===== src/hw/tas_map.vh =====
`ifndef TAS_MAP_VH
`define TAS_MAP_VH
// ----------------------------------------
// special-register numbers of the assist set
// ----------------------------------------
`define TAS_SPR_SELECT 10'h270
`define TAS_SPR_EPAGE 10'h272
`define TAS_SPR_RPAGE 10'h273
`define TAS_SPR_DEFAULTS 10'h274
`define TAS_SPR_HVSEARCH 10'h153
// ----------------------------------------
// writable bits; all others are reserved
// ----------------------------------------
`define TAS_SELECT_MASK 32'h3fff_0fff
`define TAS_EPAGE_MASK 64'hffff_ffff_ffff_f0ff
`define TAS_RPAGE_MASK 32'hffff_f3ff
`define TAS_DEFAULTS_MASK 32'h3000_0f7f
`define TAS_HVSEARCH_MASK 32'h8000_0fff
`define TAS_RESET32 32'h0000_0000
`define TAS_RESET64 64'h0000_0000_0000_0000
// ----------------------------------------
// field positions (bit 0 is the lsb)
// ----------------------------------------
`define TAS_F_ARRAY 29:28
`define TAS_F_ENTRY 27:16
`define TAS_F_VICTIM 11:0
`define TAS_F_EPN 63:12
`define TAS_F_ACM 7:6
`define TAS_F_ATTR 5:0
`define TAS_F_RPN 31:12
`define TAS_F_USER 9:6
`define TAS_F_PERM 5:0
`define TAS_F_DSIZE 11:8
`define TAS_B_DACM 6
`define TAS_B_SGS 31
`define TAS_F_SEARCH_PARTITION_ID 11:0
// ----------------------------------------
// configuration
// ----------------------------------------
`define TAS_LPID_WIDTH 4'd12
`endif


===== src/hw/tas_epn_mask.v =====
`timescale 1ns/1ns
`include "tas_map.vh"
module tas_epn_mask (
  // page number and its size code
  input wire [51:0] epnIn,
  input wire [3:0] sizeCode,
  // page number with in-page offset bits cleared
  output wire [51:0] epnOut
);
  // size code n means a page of 4 to the n kilobytes
  wire [4:0] clearBits;
  wire [51:0] keepMask;
  assign clearBits = (sizeCode == 4'h0) ? 5'h00 : ({sizeCode, 1'b0} - 5'h02);
  assign keepMask = {52{1'b1}} << clearBits;
  assign epnOut = epnIn & keepMask;
endmodule // tas_epn_mask


===== src/hw/tas_part_match.v =====
`timescale 1ns/1ns
`include "tas_map.vh"
module tas_part_match (
  // guest space compare, used only when enabled
  input wire checkGuest,
  input wire searchGuest,
  input wire entryGuest,
  // partition identifiers
  input wire [11:0] searchPartition,
  input wire [11:0] entryPartition,
  // compare result
  output wire match
);
  // only the configured low bits of the identifier exist
  wire [11:0] widthMask;
  wire [11:0] entryBits;
  wire guestOk;
  assign widthMask = ~(12'hfff << `TAS_LPID_WIDTH);
  assign entryBits = entryPartition & widthMask;
  assign guestOk = !checkGuest || (searchGuest == entryGuest);
  // entry identifier zero is global and matches every partition
  assign match = guestOk &&
    ((entryBits == 12'h000) || (entryBits == (searchPartition & widthMask)));
endmodule // tas_part_match


===== src/hw/tas_assist.v =====
`timescale 1ns/1ns
`include "tas_map.vh"
// Function
// - entry read copies selected entry into registers
// - entry write stores registers into selected entry
// - misses and searches update registers by hardware
// - search context needs hypervisor; others supervisor
// - high real page register omitted, 32-bit
// - two-bit array select picks arrays 0-3
// - entry select updated on miss and search
// - victim updated on miss, search, read
// - no victim tracking leaves victim undefined
// - page number ignores offset bits per size
// - coherency domain ignored unless coherence set
// - variable-length plus endian fetch raises fault
// - low real page holds address bits 32-51
// - four user bits stored per entry
// - six execute/write/read permission bits
// - miss loads array select from default
// - miss loads translation size from default
// - miss loads page attributes from defaults
// - search compares guest state with entry
// - search/invalidate compare partition identifier
// - partition width constant; zero means none
module tas_assist (
  // clock and reset
  input wire clock,
  input wire rst,
  // special-register moves
  input wire sprWrite,
  input wire sprRead,
  input wire [9:0] sprNum,
  input wire [63:0] sprWdata,
  input wire supervisorState,
  input wire hypervisorState,
  output reg [63:0] sprRdata,
  output reg sprFault,
  // tlb instructions
  input wire instrRead,
  input wire instrWrite,
  input wire instrSearch,
  output reg instrDone,
  // miss preload
  input wire missEvent,
  input wire [51:0] missEpn,
  input wire [11:0] missVictim,
  input wire [11:0] missNextVictim,
  input wire missHasVictim,
  // requests to the arrays
  output reg tlbReadReq,
  output reg tlbWriteReq,
  output reg tlbSearchReq,
  output reg [1:0] tlbArraySel,
  output reg [11:0] tlbEntrySel,
  output reg [51:0] tlbEpn,
  output reg [7:0] tlbAttr,
  output reg [3:0] tlbSize,
  output reg [19:0] tlbRealPage,
  output reg [3:0] tlbUser,
  output reg [5:0] tlbPerm,
  output reg tlbSearchGuest,
  output reg [11:0] tlbSearchPartition,
  // answers from the arrays
  input wire tlbRespValid,
  input wire tlbRespHit,
  input wire [11:0] tlbRespWay,
  input wire [11:0] tlbRespVictim,
  input wire tlbRespHasVictim,
  input wire [51:0] tlbRespEpn,
  input wire [7:0] tlbRespAttr,
  input wire [3:0] tlbRespSize,
  input wire [19:0] tlbRespRealPage,
  input wire [3:0] tlbRespUser,
  input wire [5:0] tlbRespPerm,
  input wire tlbRespGuest,
  input wire [11:0] tlbRespPartition,
  // local invalidation compare
  input wire invalCheck,
  input wire [11:0] invalPartition,
  output reg invalMatch,
  // fetch attribute check
  input wire fetchValid,
  input wire fetchVle,
  input wire fetchEndian,
  input wire fetchCoherent,
  input wire [1:0] fetchAcm,
  input wire byteOrderClear,
  output reg fetchVariableLength,
  output reg [1:0] fetchCoherencyDomain,
  output reg byteOrderFault,
  output reg byteOrderStatus
);
  // ----------------------------------------
  // state and storage
  // ----------------------------------------
  localparam ST_IDLE = 4'b0001;
  localparam ST_READ = 4'b0010;
  localparam ST_WRITE = 4'b0100;
  localparam ST_SEARCH = 4'b1000;
  reg [3:0] state_reg;
  reg [3:0] state_next;
  reg [31:0] select_reg;
  reg [31:0] select_next;
  reg [63:0] epage_reg;
  reg [63:0] epage_next;
  reg [31:0] rpage_reg;
  reg [31:0] rpage_next;
  reg [31:0] defaults_reg;
  reg [31:0] defaults_next;
  reg [31:0] hvsearch_reg;
  reg [31:0] hvsearch_next;
  reg [3:0] size_reg;
  reg [3:0] size_next;
  wire [51:0] maskedEpn;
  wire searchMatch;
  wire invalHit;
  wire hvPresent;
  wire isSelect;
  wire isEpage;
  wire isRpage;
  wire isDefaults;
  wire isHv;
  wire mapped;
  wire accessOk;
  wire doWrite;
  wire respIn;
  wire searchHit;
  // ----------------------------------------
  // helpers
  // ----------------------------------------
  // offset bits dropped
  tas_epn_mask u_epn (
    .epnIn(epage_reg[`TAS_F_EPN]),
    .sizeCode(size_reg),
    .epnOut(maskedEpn)
  );
  tas_part_match u_search (
    .checkGuest(1'b1),
    .searchGuest(hvsearch_reg[`TAS_B_SGS]),
    .entryGuest(tlbRespGuest),
    .searchPartition(hvsearch_reg[`TAS_F_SEARCH_PARTITION_ID]),
    .entryPartition(tlbRespPartition),
    .match(searchMatch)
  );
  tas_part_match u_inval (
    .checkGuest(1'b0),
    .searchGuest(1'b0),
    .entryGuest(1'b0),
    .searchPartition(hvsearch_reg[`TAS_F_SEARCH_PARTITION_ID]),
    .entryPartition(invalPartition),
    .match(invalHit)
  );
  // ----------------------------------------
  // access decode
  // ----------------------------------------
  // zero width means no hypervisor support
  assign hvPresent = (`TAS_LPID_WIDTH != 4'd0);
  assign isSelect = (sprNum == `TAS_SPR_SELECT);
  assign isEpage = (sprNum == `TAS_SPR_EPAGE);
  assign isRpage = (sprNum == `TAS_SPR_RPAGE);
  assign isDefaults = (sprNum == `TAS_SPR_DEFAULTS);
  assign isHv = (sprNum == `TAS_SPR_HVSEARCH) && hvPresent;
  assign mapped = isSelect || isEpage || isRpage || isDefaults || isHv;
  assign accessOk = supervisorState && (!isHv || hypervisorState);
  assign doWrite = sprWrite && mapped && accessOk;
  assign respIn = tlbRespValid && (state_reg != ST_IDLE);
  assign searchHit = tlbRespHit && searchMatch;
  // ----------------------------------------
  // register next values
  // ----------------------------------------
  // software writes first; hardware updates of the same cycle override them
  always @* begin
    select_next = select_reg;
    epage_next = epage_reg;
    rpage_next = rpage_reg;
    defaults_next = defaults_reg;
    hvsearch_next = hvsearch_reg;
    size_next = size_reg;
    if (doWrite && isSelect) begin
      select_next = sprWdata[31:0] & `TAS_SELECT_MASK;
    end
    if (doWrite && isEpage) begin
      epage_next = sprWdata & `TAS_EPAGE_MASK;
    end
    if (doWrite && isRpage) begin
      rpage_next = sprWdata[31:0] & `TAS_RPAGE_MASK;
    end
    if (doWrite && isDefaults) begin
      defaults_next = sprWdata[31:0] & `TAS_DEFAULTS_MASK;
    end
    if (doWrite && isHv) begin
      hvsearch_next = sprWdata[31:0] & `TAS_HVSEARCH_MASK;
    end
    // entry contents copied in on read or search hit
    if (respIn && (state_reg[1] || (state_reg[3] && searchHit))) begin
      epage_next[`TAS_F_EPN] = tlbRespEpn;
      epage_next[7:0] = tlbRespAttr;
      size_next = tlbRespSize;
      rpage_next[`TAS_F_RPN] = tlbRespRealPage;
      rpage_next[`TAS_F_USER] = tlbRespUser;
      rpage_next[`TAS_F_PERM] = tlbRespPerm;
    end
    if (respIn && state_reg[3]) begin
      select_next[`TAS_F_ENTRY] = searchHit ? tlbRespWay : tlbRespVictim;
    end
    // victim refreshed only by arrays that track it
    // otherwise left as is, contents undefined
    if (respIn && (state_reg[1] || state_reg[3]) && tlbRespHasVictim) begin
      select_next[`TAS_F_VICTIM] = tlbRespVictim;
    end
    if (missEvent) begin
      select_next[`TAS_F_ARRAY] = defaults_reg[`TAS_F_ARRAY];
      select_next[`TAS_F_ENTRY] = missVictim;
      if (missHasVictim) begin
        select_next[`TAS_F_VICTIM] = missNextVictim;
      end
      epage_next[`TAS_F_EPN] = missEpn;
      size_next = defaults_reg[`TAS_F_DSIZE];
      epage_next[`TAS_F_ACM] = {1'b0, defaults_reg[`TAS_B_DACM]};
      epage_next[`TAS_F_ATTR] = defaults_reg[`TAS_F_ATTR];
    end
  end
  // ----------------------------------------
  // instruction sequencer
  // ----------------------------------------
  // one instruction at a time; new ones are ignored until the arrays answer
  always @* begin
    state_next = state_reg;
    case (state_reg)
      ST_IDLE: begin
        if (instrRead) begin
          state_next = ST_READ;
        end else if (instrWrite) begin
          state_next = ST_WRITE;
        end else if (instrSearch) begin
          state_next = ST_SEARCH;
        end
      end
      ST_READ, ST_WRITE, ST_SEARCH: begin
        if (tlbRespValid) begin
          state_next = ST_IDLE;
        end
      end
      default: begin
        state_next = ST_IDLE;
      end
    endcase
  end
  // ----------------------------------------
  // clocked storage
  // ----------------------------------------
  always @(posedge clock) begin
    if (rst) begin
      state_reg <= ST_IDLE;
      select_reg <= `TAS_RESET32;
      epage_reg <= `TAS_RESET64;
      rpage_reg <= `TAS_RESET32;
      defaults_reg <= `TAS_RESET32;
      hvsearch_reg <= `TAS_RESET32;
      size_reg <= 4'h0;
    end else begin
      state_reg <= state_next;
      select_reg <= select_next;
      epage_reg <= epage_next;
      rpage_reg <= rpage_next;
      defaults_reg <= defaults_next;
      hvsearch_reg <= hvsearch_next;
      size_reg <= size_next;
    end
  end
  // ----------------------------------------
  // special-register read port
  // ----------------------------------------
  // unmapped and reserved bits answer zero
  always @(posedge clock) begin
    if (rst) begin
      sprRdata <= `TAS_RESET64;
      sprFault <= 1'b0;
    end else begin
      sprFault <= (sprRead || sprWrite) && mapped && !accessOk;
      if (sprRead) begin
        sprRdata <= `TAS_RESET64;
        if (accessOk && isSelect) begin
          sprRdata <= {32'h0000_0000, select_reg};
        end
        if (accessOk && isEpage) begin
          sprRdata <= epage_reg;
        end
        if (accessOk && isRpage) begin
          sprRdata <= {32'h0000_0000, rpage_reg};
        end
        if (accessOk && isDefaults) begin
          sprRdata <= {32'h0000_0000, defaults_reg};
        end
        if (accessOk && isHv) begin
          sprRdata <= {32'h0000_0000, hvsearch_reg};
        end
      end
    end
  end
  // ----------------------------------------
  // array requests
  // ----------------------------------------
  // fields are captured at launch so they stay steady while the array works
  always @(posedge clock) begin
    if (rst) begin
      tlbReadReq <= 1'b0;
      tlbWriteReq <= 1'b0;
      tlbSearchReq <= 1'b0;
      tlbArraySel <= 2'h0;
      tlbEntrySel <= 12'h000;
      tlbEpn <= 52'h0_0000_0000_0000;
      tlbAttr <= 8'h00;
      tlbSize <= 4'h0;
      tlbRealPage <= 20'h0_0000;
      tlbUser <= 4'h0;
      tlbPerm <= 6'h00;
      tlbSearchGuest <= 1'b0;
      tlbSearchPartition <= 12'h000;
      instrDone <= 1'b0;
      invalMatch <= 1'b0;
    end else begin
      tlbReadReq <= state_reg[0] && state_next[1];
      tlbWriteReq <= state_reg[0] && state_next[2];
      tlbSearchReq <= state_reg[0] && state_next[3];
      instrDone <= respIn;
      invalMatch <= invalCheck && invalHit;
      if (state_reg[0] && !state_next[0]) begin
        tlbArraySel <= select_reg[`TAS_F_ARRAY];
        // software keeps entry select in range
        tlbEntrySel <= select_reg[`TAS_F_ENTRY];
        tlbEpn <= maskedEpn;
        tlbAttr <= epage_reg[7:0];
        tlbSize <= size_reg;
        // no upper real page, 32-bit addresses
        tlbRealPage <= rpage_reg[`TAS_F_RPN];
        tlbUser <= rpage_reg[`TAS_F_USER];
        tlbPerm <= rpage_reg[`TAS_F_PERM];
        tlbSearchGuest <= hvsearch_reg[`TAS_B_SGS];
        tlbSearchPartition <= hvsearch_reg[`TAS_F_SEARCH_PARTITION_ID];
      end
    end
  end
  // ----------------------------------------
  // fetch attribute check
  // ----------------------------------------
  always @(posedge clock) begin
    if (rst) begin
      fetchVariableLength <= 1'b0;
      fetchCoherencyDomain <= 2'h0;
      byteOrderFault <= 1'b0;
      byteOrderStatus <= 1'b0;
    end else begin
      fetchVariableLength <= fetchValid && fetchVle && !fetchEndian;
      byteOrderFault <= fetchValid && fetchVle && fetchEndian;
      // a new fault wins over a clear in the same cycle
      if (fetchValid && fetchVle && fetchEndian) begin
        byteOrderStatus <= 1'b1;
      end else if (byteOrderClear) begin
        byteOrderStatus <= 1'b0;
      end
      fetchCoherencyDomain <= fetchCoherent ? fetchAcm : 2'h0;
    end
  end
endmodule // tas_assist


===== config.mk =====
export PLATFORM = sky130hd
export DESIGN_NAME = tas_assist
export DESIGN_NICKNAME = d
export VERILOG_FILES = /design/src/hw/tas_epn_mask.v /design/src/hw/tas_part_match.v /design/src/hw/tas_assist.v
export VERILOG_INCLUDE_DIRS = /design/src /design/src/hw
export SDC_FILE = /design/constraint.sdc
export NUM_CORES = 1
export LEC_CHECK = 0
export BUFFER_PORTS_ARGS = -buffer_cell sky130_fd_sc_hd__buf_2
export CAP_MARGIN = 10
export CORE_MARGIN = 2
export CORE_UTILIZATION = 29
export CTS_CLUSTER_DIAMETER = 120
export DETAILED_ROUTE_END_ITERATION = 10
export PLACE_DENSITY = 0.59
export SETUP_SLACK_MARGIN = 0.02
export SKIP_CTS_REPAIR_TIMING = 1
export SYNTH_ARGS = -nofsm -noshare
export SYNTH_HDL_FRONTEND = slang
export SYNTH_SLANG_ARGS = --single-unit

===== constraint.sdc =====
create_clock -name clock -period 2.8 [get_ports clock]
set_input_delay 0.28 -clock clock [delete_from_list [all_inputs] [get_ports clock]]
set_output_delay 0.28 -clock clock [all_outputs]
set_load 0.005 [all_outputs]

# After elaboration in Yosys (flattened, before gate mapping)
# Cells that the tools add are included.
# totals
reg_bits	346
input_bits	315
output_inout_bits	196
# op_classes
add_sub_neg	1
n_reduce_logical	58
eq_ne	13
shifts	1
mux	30
bitwise_logic	2
# op_table
cell	n
64-bit two-way mux	5
52-bit two-way mux	2
12-bit two-way mux	5
30-bit two-way mux	2
52-bit bitwise AND	1
52-bit by 5-bit left shift with 52-bit output, first input constant	1
10-bit == test, second input constant	4
32-bit two-way mux	1
1-bit logical AND	31
12-bit == test	2
12-bit logical NOT	2
4-bit two-way mux	6
20-bit two-way mux	1
14-bit two-way mux	1
10-bit by 9-bit == test with 1-bit output, second input constant	1
1-bit logical OR	10
10-bit two-way mux	1
2-bit nonzero test	5
8-bit two-way mux	1
4-bit case mux with 2 select lines	1
7-bit two-way mux	1
3-bit nonzero test	2
5-bit two-way mux	1
5-bit by 2-bit subtractor with 5-bit output, second input constant	1
other kinds (12)	17

# Longest topological paths before layout
# Gate-level depths: netlist of run 1.
# depth
word_depth	12
mapped_depth	9
ltp_nobuf	6

# Hierarchy
# A second synthesis of run 1 with hierarchy kept.
# unflattened
hier_cells	1742
area_unflattened_um2	14979.4
# modules_own_cells
module	area_each_um2	n_inst	cells_per_inst	seq_area_each_um2
tas_assist	14164.8	1	1631	6926.6
tas_epn_mask	466.7	1	67	0.0
tas_part_match	173.9	2	22	0.0

# Least setup slack after synthesis of run 1
# OpenSTA, ideal clock, no wires.
# synth_path
path_kind	input port to flip-flop
start	in sprNum[0]
end	reg select_reg[21]
path_slack_ns	0.743
t_arrival_ns	1.935
required_ns	2.678
cell_stages	8
path_cell_list	buf_2 > or2_2 > nor4_1 > buf_2 > buf_4 > mux2i_1 > o21ai_0 > a221o_1
# synth_between
elab_chain_cells	9
word_cells_on_any_way	16
cone_classes	eq/ne (5); reduce/logical (11)
# synth_lines
item	line	rtl
start, declared	tas_assist.v:32	input wire [9:0] sprNum,
10-bit == test (no source line)	n/a	
1-bit logical OR (4 in series)	tas_assist.v:163	assign mapped = isSelect || isEpage || isRpage || isDefaults || isHv;
1-bit logical AND (2 in series)	tas_assist.v:165	assign doWrite = sprWrite && mapped && accessOk;
1-bit logical AND (*)	tas_assist.v:179	if (doWrite && isSelect) begin
3-bit nonzero test (no source line) (*)	n/a	
end signal, assigned	tas_assist.v:255	select_reg <= `TAS_RESET32;
end signal, assigned	tas_assist.v:263	select_reg <= select_next;
end, declared	tas_assist.v:102	reg [31:0] select_reg;
# Mark *: on every way between the ends. The rest lies on a longest branch, timed or not.
# A chain may end at the register's enable or synchronous reset.

# Final worst setup path of run 1
# layout_path
start	reg hvsearch_reg[31]
end	reg epage_reg[15]
# layout_between
elab_chain_cells	8
word_cells_on_any_way	9
cone_classes	eq/ne (1); mux (2); reduce/logical (6)
# layout_lines
item	line	rtl
start, declared	tas_assist.v:110	reg [31:0] hvsearch_reg;
start signal, assigned	tas_assist.v:259	hvsearch_reg <= `TAS_RESET32;
start signal, assigned	tas_assist.v:267	hvsearch_reg <= hvsearch_next;
1-bit == test (*)	tas_part_match.v:20	assign guestOk = !checkGuest || (searchGuest == entryGuest);
1-bit logical AND (*)	tas_part_match.v:22	assign match = guestOk &&
1-bit logical AND (*)	tas_assist.v:167	assign searchHit = tlbRespHit && searchMatch;
1-bit logical AND (*)	tas_assist.v:195	if (respIn && (state_reg[1] || (state_reg[3] && searchHit))) begin
1-bit logical OR (*)	tas_assist.v:195	
1-bit logical AND (*)	tas_assist.v:195	
52-bit two-way mux	tas_assist.v:195	
52-bit two-way mux	tas_assist.v:211	if (missEvent) begin
end signal, assigned	tas_assist.v:256	epage_reg <= `TAS_RESET64;
end signal, assigned	tas_assist.v:264	epage_reg <= epage_next;
end, declared	tas_assist.v:104	reg [63:0] epage_reg;
# Marks and branches as above.

==> results of run 1 <==
-- worst reg2reg max path, stage by stage, from the launching register on --
cell,delay [ns]
dfxtp_1,0.38
xor2_1,0.41
nor3_4,0.11
nand4_4,0.12
buf_4,0.17
buf_4,0.39
a21boi_0,0.24
a211o_1,0.30
a32o_1,0.26
-- power breakdown --
| group | leakage [nW] | switching [mW] | internal [mW] |
|---|---|---|---|
| clock | 0.674 | 2.20 | 3.38 |
| sequential | 2.82 | 0.182 | 5.15 |
| combinational | 5.24 | 1.02 | 0.683 |
-- metrics by stage --
stage	utilization	power, mW	hold slack (ns)	area (um2)	setup WS (ns)
4_1_cts	0.382	12.7	-0.151	20000	0.310
3_5_place_dp	0.355	7.09	0.441	18600	0.329
6_report	0.392	12.6	0.00101	20500	0.314
2_1_floorplan	-	6.23	0.358	15300	0.743
5_1_grt	0.392	13.1	0.00979	20500	0.179
3_3_place_gp	0.355	7.06	0.433	18600	0.409
-- area by class of cell --
class | count | share of cell area
inverters | 5 | 0.000915
multi-input cells | 1256 | 0.375
well taps | 688 | 0.0420
flip-flops and latches | 346 | 0.338
diodes | 15 | 0.00183
clock inverters | 12 | 0.00835
repair buffers | 615 | 0.175
clock buffers | 59 | 0.0593
-- metal layers --
layer,part of all wire,GRT usage
met1,0.41,0.299
met2,0.46,0.365
met3,0.085,0.0503
met4,0.042,0.113
met5,0.00054,0
-- kinds of logic (layout without fill, tap and decap cells) --
kind of cell | count (synthesis) | after routing | share of synthesized area
xor+xnor | 26 | 26 | 0.0149
other cells | 0 | 15 | 0
simple gates | 621 | 621 | 0.188
buf+inv | 162 | 691 | 0.0464
flops | 346 | 346 | 0.454
mux | 83 | 83 | 0.0566
compound gates | 526 | 526 | 0.240
-- synth_stat cells, drive strengths merged, types with 13 or more instances --
master,n,share of area
mux2,26,0.019
buf,53,0.020
mux2i,57,0.037
and3,25,0.010
a21oi,179,0.059
a32o,59,0.039
nand2b,63,0.026
a21o,13,0.0064
nor4,21,0.010
a211oi,40,0.020
a211o,59,0.034
nand3,36,0.012
nand2,312,0.077
xor2,14,0.0080
nor2,99,0.024
a21boi,38,0.019
o21ai,48,0.016
nor3,23,0.0083
dfxtp,346,0.45
a22oi,53,0.026
clkbuf,104,0.026
-- worst max path at each step --
stage / endpoint / slack, ns / cells after the start
detailed placement: epage_reg[51] / 0.33 / 9
global placement: epage_reg[44] / 0.41 / 9
floorplan: select_reg[21] / 0.74 / 8
CTS: epage_reg[51] / 0.31 / 8
finish: epage_reg[15] / 0.31 / 8
global route: epage_reg[35] / 0.18 / 8
==> results.yml, run 1 <==
finish:
  largest_reg_flops: 64
  seq_area_um2: 6930
  drive_above_1_share: 0.295
  nets: 2580
  syn_to_final_growth_pct: 34.4
  layout_commonest_cell: "buf_2"
  final_cell_mix: "508 x buf_2, 346 x dfxtp_1, 311 x nand2_1, 178 x a21oi_1, 98 x nor2_1"
  instances_no_fill: 2996
  multi_input_area_um2: 7700
  nFillCells: 5414
setup_path:
  cpPeakStageDelay_ns: 0.41
  crit_fanout: 38
  crit_family: "compound AO/OA/AOI/OAI gates"
  critPathBufInv: 2
  crit_type: "reg2reg"
  rr_endpoint: "epage_reg[15]"
  crit_path_start: "hvsearch_reg[31]"
  required_ns: 3.26
  r2r_setup_slack_ns: 0.31
  cp.arrival_ns: 2.94
  critPathSlowestCell: "xor2_1"
  start_kind: "flop"
  r2r_start: "hvsearch_reg[31]"
  endpoint_kind: "flop"
  reg2reg_depth: 8
  path_cells: "xor2_1, nor3_4, nand4_4, buf_4, buf_4, a21boi_0, a211o_1, a32o_1"
  crit_top_cell: "buf_4"
grt:
  grt_use_total: 0.232
  grt_pass1_wl_um: 94600
  grt_remaining_overflow: 0
  grt_pass1_vias: 15000
  antenna_found_initial: 16
  grt_start_max_net_pins: 82
worst_hold_path:
  min-delay-start: "tlbRespRealPage[16]"
  hold_depth: 3
  hold_end: "rpage_reg[28]"
  worstHoldPathType: "in2reg"
sta:
  fmax_ghz: 0.402
  rsz0062_at_grt: "no"
  finClkSkew_ns: 0.0180
  min_period_over_period: 0.888
  setup-violations-final: 0
  period_needed_ns: 2.49
  finalHoldViolations: 0
  fin_setup_tns_ns: 0
  finalMaxSlewViolations: 0
  maxSlewHeadroom: 0.328
  worst_pin_slew_ns: 1.00
pwr:
  power_density_nw_per_um2: 615
  p_leak_nw: 8.74
  peakVddDrop_mv: 0.410
die:
  fp-row-count: 84
  fp.dieH_um: 233
  die_w_um: 233
  die-area_um2: 54500
  io_pins: 511
  initial_core_util: 0.292
  coreArea_um2: 52300
synth:
  yosys_warnings: 0
  synth-async-reset-ratio: 0
  synth.avg_cell_area_um2: 8.65
  synth_seq_area_share: 0.454
  ys_ff_latch: 346
  syn_area_um2: 15300
  synth_flop_cell: "dfxtp_1"
  yosysUniqueCellTypes: 57
  synth_edf_count: 0
  synthCells: 1764
  synth_nets: 2079
drt:
  route.detailed.drc: 0
  drt-initial-drc-count: 1185
  avgRoutedWirePerCell_um: 22.3
  ant_nets: 0
  drtPass1Iterations: 5
  vias: 16000
  finalWirelength_um: 66800
  via_per_inst: 5.34
placed_design:
  dpl.cell_count: 2861
  portBuffers: 510
  post-dp-hpwl_um: 48500
  place_congestion: 0.928
status:
  status: "completed"
cts:
  cts_htree_levels: 2
  cts.path.max_buffers: 3
  cts.sinks: 346
  cts_tree: "yes"
  cts-buffers-inserted: 41
  clk_pin_slew_ns: 0.06
  clkLatencyLatePin_ns: 0.57
  cts-root-buf: "clkbuf_16"
flow_run:
  cap_violations: 0
Power figures use the tool's default switching activity.
==> inputs of run 2 (changes only) <==
==> constraint.sdc (replaced) <==
create_clock -name clock -period 2.9 [get_ports clock]
set_input_delay 0.29 -clock clock [delete_from_list [all_inputs] [get_ports clock]]
set_output_delay 0.29 -clock clock [all_outputs]
set_load 0.005 [all_outputs]
==> results.yml, run 2 (synthesis results as in run 1) <==
grt:
  grt_pass1_vias: 14900
  grt_start_max_net_pins: 87
  grt_use_total: 0.232
  gr-usage-met2: 0.369
  grt_use_met1: 0.307
  antenna_found_initial: 14
  grt_use_met3: 0.0426
  globalRoute.busiestLayer: "met2"
  grt_pass1_wl_um: 95000
  grt_remaining_overflow: 0
sta:
  worst_pin_slew_ns: 1.07
  period_needed_ns: 2.56
  setup-violations-final: 0
  rsz0062_at_grt: "no"
  fmax_ghz: 0.391
  maxSlewHeadroom: 0.281
  finalMaxSlewViolations: 0
  finClkSkew_ns: 0.0252
  fin_setup_tns_ns: 0
  finalHoldViolations: 1
  min_period_over_period: 0.882
  holdWs_ns: -0.000593
cts:
  cts.path.max_buffers: 3
  cts.sinks: 346
  cts-root-buf: "clkbuf_16"
  clkLatencyLatePin_ns: 0.57
  cts_htree_levels: 2
  cts-buffers-inserted: 41
  clk_pin_slew_ns: 0.06
  cts_tree: "yes"
die:
  io_pins: 511
  fp-row-count: 84
  fp.dieH_um: 233
  die_w_um: 233
  coreArea_um2: 52300
  die-area_um2: 54500
  initial_core_util: 0.292
status:
  violations: "hold timing"
  status: "finished with violations"
drt:
  ant_nets: 0
  finalWirelength_um: 66500
  drt-initial-drc-count: 1299
  avgRoutedWirePerCell_um: 22.3
  route.detailed.drc: 0
  drtPass1Iterations: 6
  via_per_inst: 5.30
  vias: 15800
placed_design:
  post-dp-hpwl_um: 48400
  portBuffers: 510
  place_congestion: 0.923
worst_hold_path:
  hold_depth: 3
  min-delay-start: "fetchVle"
  worstHoldPathType: "in2reg"
  hold_end: "byteOrderFault"
setup_path:
  start_kind: "flop"
  r2r_setup_slack_ns: 0.34
  crit_path_start: "state_reg[3]"
  reg2reg_depth: 7
  cp.arrival_ns: 3.00
  crit_fanout: 41
  endpoint_kind: "flop"
  r2r_start: "state_reg[3]"
  required_ns: 3.34
  crit_type: "reg2reg"
  rr_endpoint: "epage_reg[54]"
finish:
  nets: 2568
  syn_to_final_growth_pct: 33.5
  final_cell_mix: "508 x buf_2, 346 x dfxtp_1, 311 x nand2_1, 178 x a21oi_1, 98 x nor2_1"
  seq_area_um2: 6930
  nFillCells: 5363
  multi_input_area_um2: 7700
  drive_above_1_share: 0.294
  layout_commonest_cell: "buf_2"
  largest_reg_flops: 64
pwr:
  power_density_nw_per_um2: 595
  peakVddDrop_mv: 0.367
  power_mw: 12.1
  p_leak_nw: 8.66
flow_run:
  cap_violations: 0
==> run 2: worst max path at each step <==
stage | end | slack [ns] | cells after the start
after floorplan | select_reg[21] | 0.83 | 8
after global placement | epage_reg[61] | 0.45 | 8
after detailed placement | epage_reg[54] | 0.36 | 7
after CTS | epage_reg[54] | 0.31 | 7
after global routing | epage_reg[7] | 0.19 | 6
final | epage_reg[54] | 0.34 | 7
==> run 2: per-stage QoR <==
stage	cell area, um2	cells	utilization	setup slack, ns	hold slack (ns)
global route	20400	2977	0.389	0.189	0.00371
floorplan	15300	1764	-	0.833	0.368
finish	20400	2979	0.389	0.341	-0.000593
detailed placement	18600	2856	0.355	0.362	0.439
global placement	18600	2856	0.355	0.449	0.434
CTS	19900	2928	0.381	0.314	-0.148
==> run 2: power by group <==
group / switching (mW) / internal [mW] / leakage (nW)
Sequential: 0.174 / 4.97 / 2.82
Clock: 2.15 / 3.22 / 0.657
Combinational: 0.978 / 0.630 / 5.19
==> run 2: area by class of cell <==
type	count	share of cell area
clock inverter	18	0.0127
multi-input combinational	1256	0.378
timing repair buffer	603	0.171
tap	688	0.0423
inverter	5	0.000921
clock buffer	54	0.0542
sequential	346	0.340
antenna	9	0.00111
==> run 2: per-layer routing <==
| layer | vias to the layer above | share of wire |
|---|---|---|
| met5 | - | 0.00041 |
| met4 | 4 | 0.039 |
| met3 | 142 | 0.078 |
| met2 | 746 | 0.46 |
| met1 | 7570 | 0.43 |
| li1 | 7331 | - |
==> run 2: critical path, stage by stage (launching register included) <==
cell and delay, ns:
dfxtp_1 0.44, nand2_1 0.22, nor3_4 0.39, nand4_4 0.28, and2_4 0.27, buf_12 0.17, a211o_1 0.34, a32o_1 0.27
==> inputs of run 3 (changes only) <==
--- a/config.mk
+++ b/config.mk
@@ -6,13 +6,16 @@
 export SDC_FILE = /design/constraint.sdc
 export NUM_CORES = 1
 export LEC_CHECK = 0
+export ABC_CLOCK_PERIOD_IN_PS = 2900
 export BUFFER_PORTS_ARGS = -buffer_cell sky130_fd_sc_hd__buf_2
 export CAP_MARGIN = 10
+export CELL_PAD_IN_SITES_DETAIL_PLACEMENT = 1
+export CELL_PAD_IN_SITES_GLOBAL_PLACEMENT = 1
 export CORE_MARGIN = 2
 export CORE_UTILIZATION = 29
 export CTS_CLUSTER_DIAMETER = 120
 export DETAILED_ROUTE_END_ITERATION = 10
-export PLACE_DENSITY = 0.59
+export PLACE_DENSITY = 0.74
 export SETUP_SLACK_MARGIN = 0.02
 export SKIP_CTS_REPAIR_TIMING = 1
 export SYNTH_ARGS = -nofsm -noshare
==> results.yml, run 3 (synthesis results as in run 1) <==
placed_design:
  preCtsSetupSlack_ns: 0.195
  place_area_um2: 18600
  portBuffers: 510
  post-dp-hpwl_um: 51800
  place_congestion: 0.903
sta:
  fin_setup_tns_ns: 0
  finalHoldViolations: 1
  setup-violations-final: 0
  fin_ws_ns: 0.0999
  maxSlewHeadroom: 0.244
  min_period_over_period: 0.966
  period_needed_ns: 2.80
  finClkSkew_ns: 0.0230
  worst_pin_slew_ns: 1.13
  holdWs_ns: -0.00326
  fmax_ghz: 0.357
  finalMaxSlewViolations: 0
cts:
  cts-root-buf: "clkbuf_16"
  cts_tree: "yes"
  clk_pin_slew_ns: 0.06
  cts_htree_levels: 2
  cts.sinks: 346
  clkLatencyLatePin_ns: 0.57
  cts.path.max_buffers: 3
  cts-buffers-inserted: 42
setup_path:
  crit_family: "compound AO/OA/AOI/OAI gates"
  path_cells: "xor2_1, nor4_1, a31oi_1, o31a_1, a221o_1, dlygate4sd3_1"
  start_kind: "flop"
  critPathBufInv: 1
  required_ns: 3.34
  crit_type: "reg2reg"
  crit_path_start: "hvsearch_reg[9]"
  crit_fanout: 12
  cp.arrival_ns: 3.24
  r2r_start: "hvsearch_reg[9]"
  cpPeakStageDelay_ns: 0.58
  critPathSlowestCell: "dlygate4sd3_1"
  endpoint_kind: "flop"
die:
  io_pins: 511
  fp.dieH_um: 233
  die_w_um: 233
  die-area_um2: 54500
  coreArea_um2: 52300
  fp-row-count: 84
  initial_core_util: 0.292
drt:
  drt-initial-drc-count: 1105
  ant_nets: 0
  via_per_inst: 5.39
  avgRoutedWirePerCell_um: 24.1
  vias: 16100
  route.detailed.drc: 0
  drtPass1Iterations: 6
  finalWirelength_um: 71900
grt:
  grt_remaining_overflow: 0
  grt_pass1_wl_um: 103000
  grt_start_max_net_pins: 90
  grt_use_total: 0.251
  antenna_found_initial: 19
  grt_pass1_vias: 16300
pwr:
  power_density_nw_per_um2: 589
  power_mw: 12.0
  p_comb_frac: 0.141
  clkPwrFrac: 0.429
  internal_power_mw: 8.64
  p_seq_frac: 0.430
  p_sw_mw: 3.35
  peakVddDrop_mv: 0.359
  power_switching_share: 0.280
  p_leak_nw: 8.68
finish:
  layout_commonest_cell: "buf_2"
  syn_to_final_growth_pct: 33.4
  fin_area_um2: 20400
  multi_input_area_um2: 7700
  nFillCells: 6285
  drive_above_1_share: 0.296
  nets: 2568
  final_cell_mix: "508 x buf_2, 346 x dfxtp_1, 311 x nand2_1, 178 x a21oi_1, 98 x nor2_1"
  seq_area_um2: 6930
  largest_reg_flops: 64
worst_hold_path:
  worstHoldPathType: "in2reg"
  min-delay-start: "tlbRespVictim[6]"
status:
  violations: "hold timing"
  status: "finished with violations"
flow_run:
  cap_violations: 0
## run 3: cell count changes in the layout (fill, tap and decap cells not counted), sizes merged, moves of 3 or more
cell,change
bufinv,-4
clkbuf,+3
clkinv,+3
clkinvlp,-3
diode,+6
dlygate4sd3,-3
## run 3: cell type report
| cell class | count | share of cell area |
|---|---|---|
| clock buffer | 56 | 0.0571 |
| tap | 688 | 0.0423 |
| timing repair buffer | 602 | 0.172 |
| antenna | 15 | 0.00184 |
| clock inverter | 15 | 0.00756 |
| sequential | 346 | 0.340 |
| multi-input combinational | 1256 | 0.378 |
| inverter | 5 | 0.000921 |
## run 3: final timing paths
path                    endpoint  cells after the start  slack (ns)
setup reg to reg  select_reg[17]                      6         0.1
hold / removal    select_reg[22]                      2      -0.003
hold reg to reg     sprRdata[29]                      2        0.44
setup / recovery  select_reg[17]                      6         0.1
## run 3: per-layer routing
metal  vias up  share of wire  GRT usage
met2       592           0.48      0.425
li1       7326              -          -
met4         6          0.038      0.105
met1      7998           0.41      0.306
met5         -        0.00040          0
met3       158          0.069     0.0580
## run 3: power groups by stage
| stage | logic (mW) | registers (mW) | clock network, mW |
|---|---|---|---|
| CTS | 1.64 | 5.16 | 5.26 |
| finish | 1.69 | 5.16 | 5.14 |
| detailed placement | 1.63 | 5.26 | 0 |
| floorplan | 0.831 | 5.19 | 0 |
| global placement | 1.59 | 5.25 | 0 |
| global route | 1.81 | 5.18 | 5.45 |
## run 3: stage by stage
stage / util / cells
finish: 0.389 / 2983
global route: 0.389 / 2980
CTS: 0.381 / 2929
detailed placement: 0.356 / 2858
global placement: 0.356 / 2858
floorplan: - / 1764
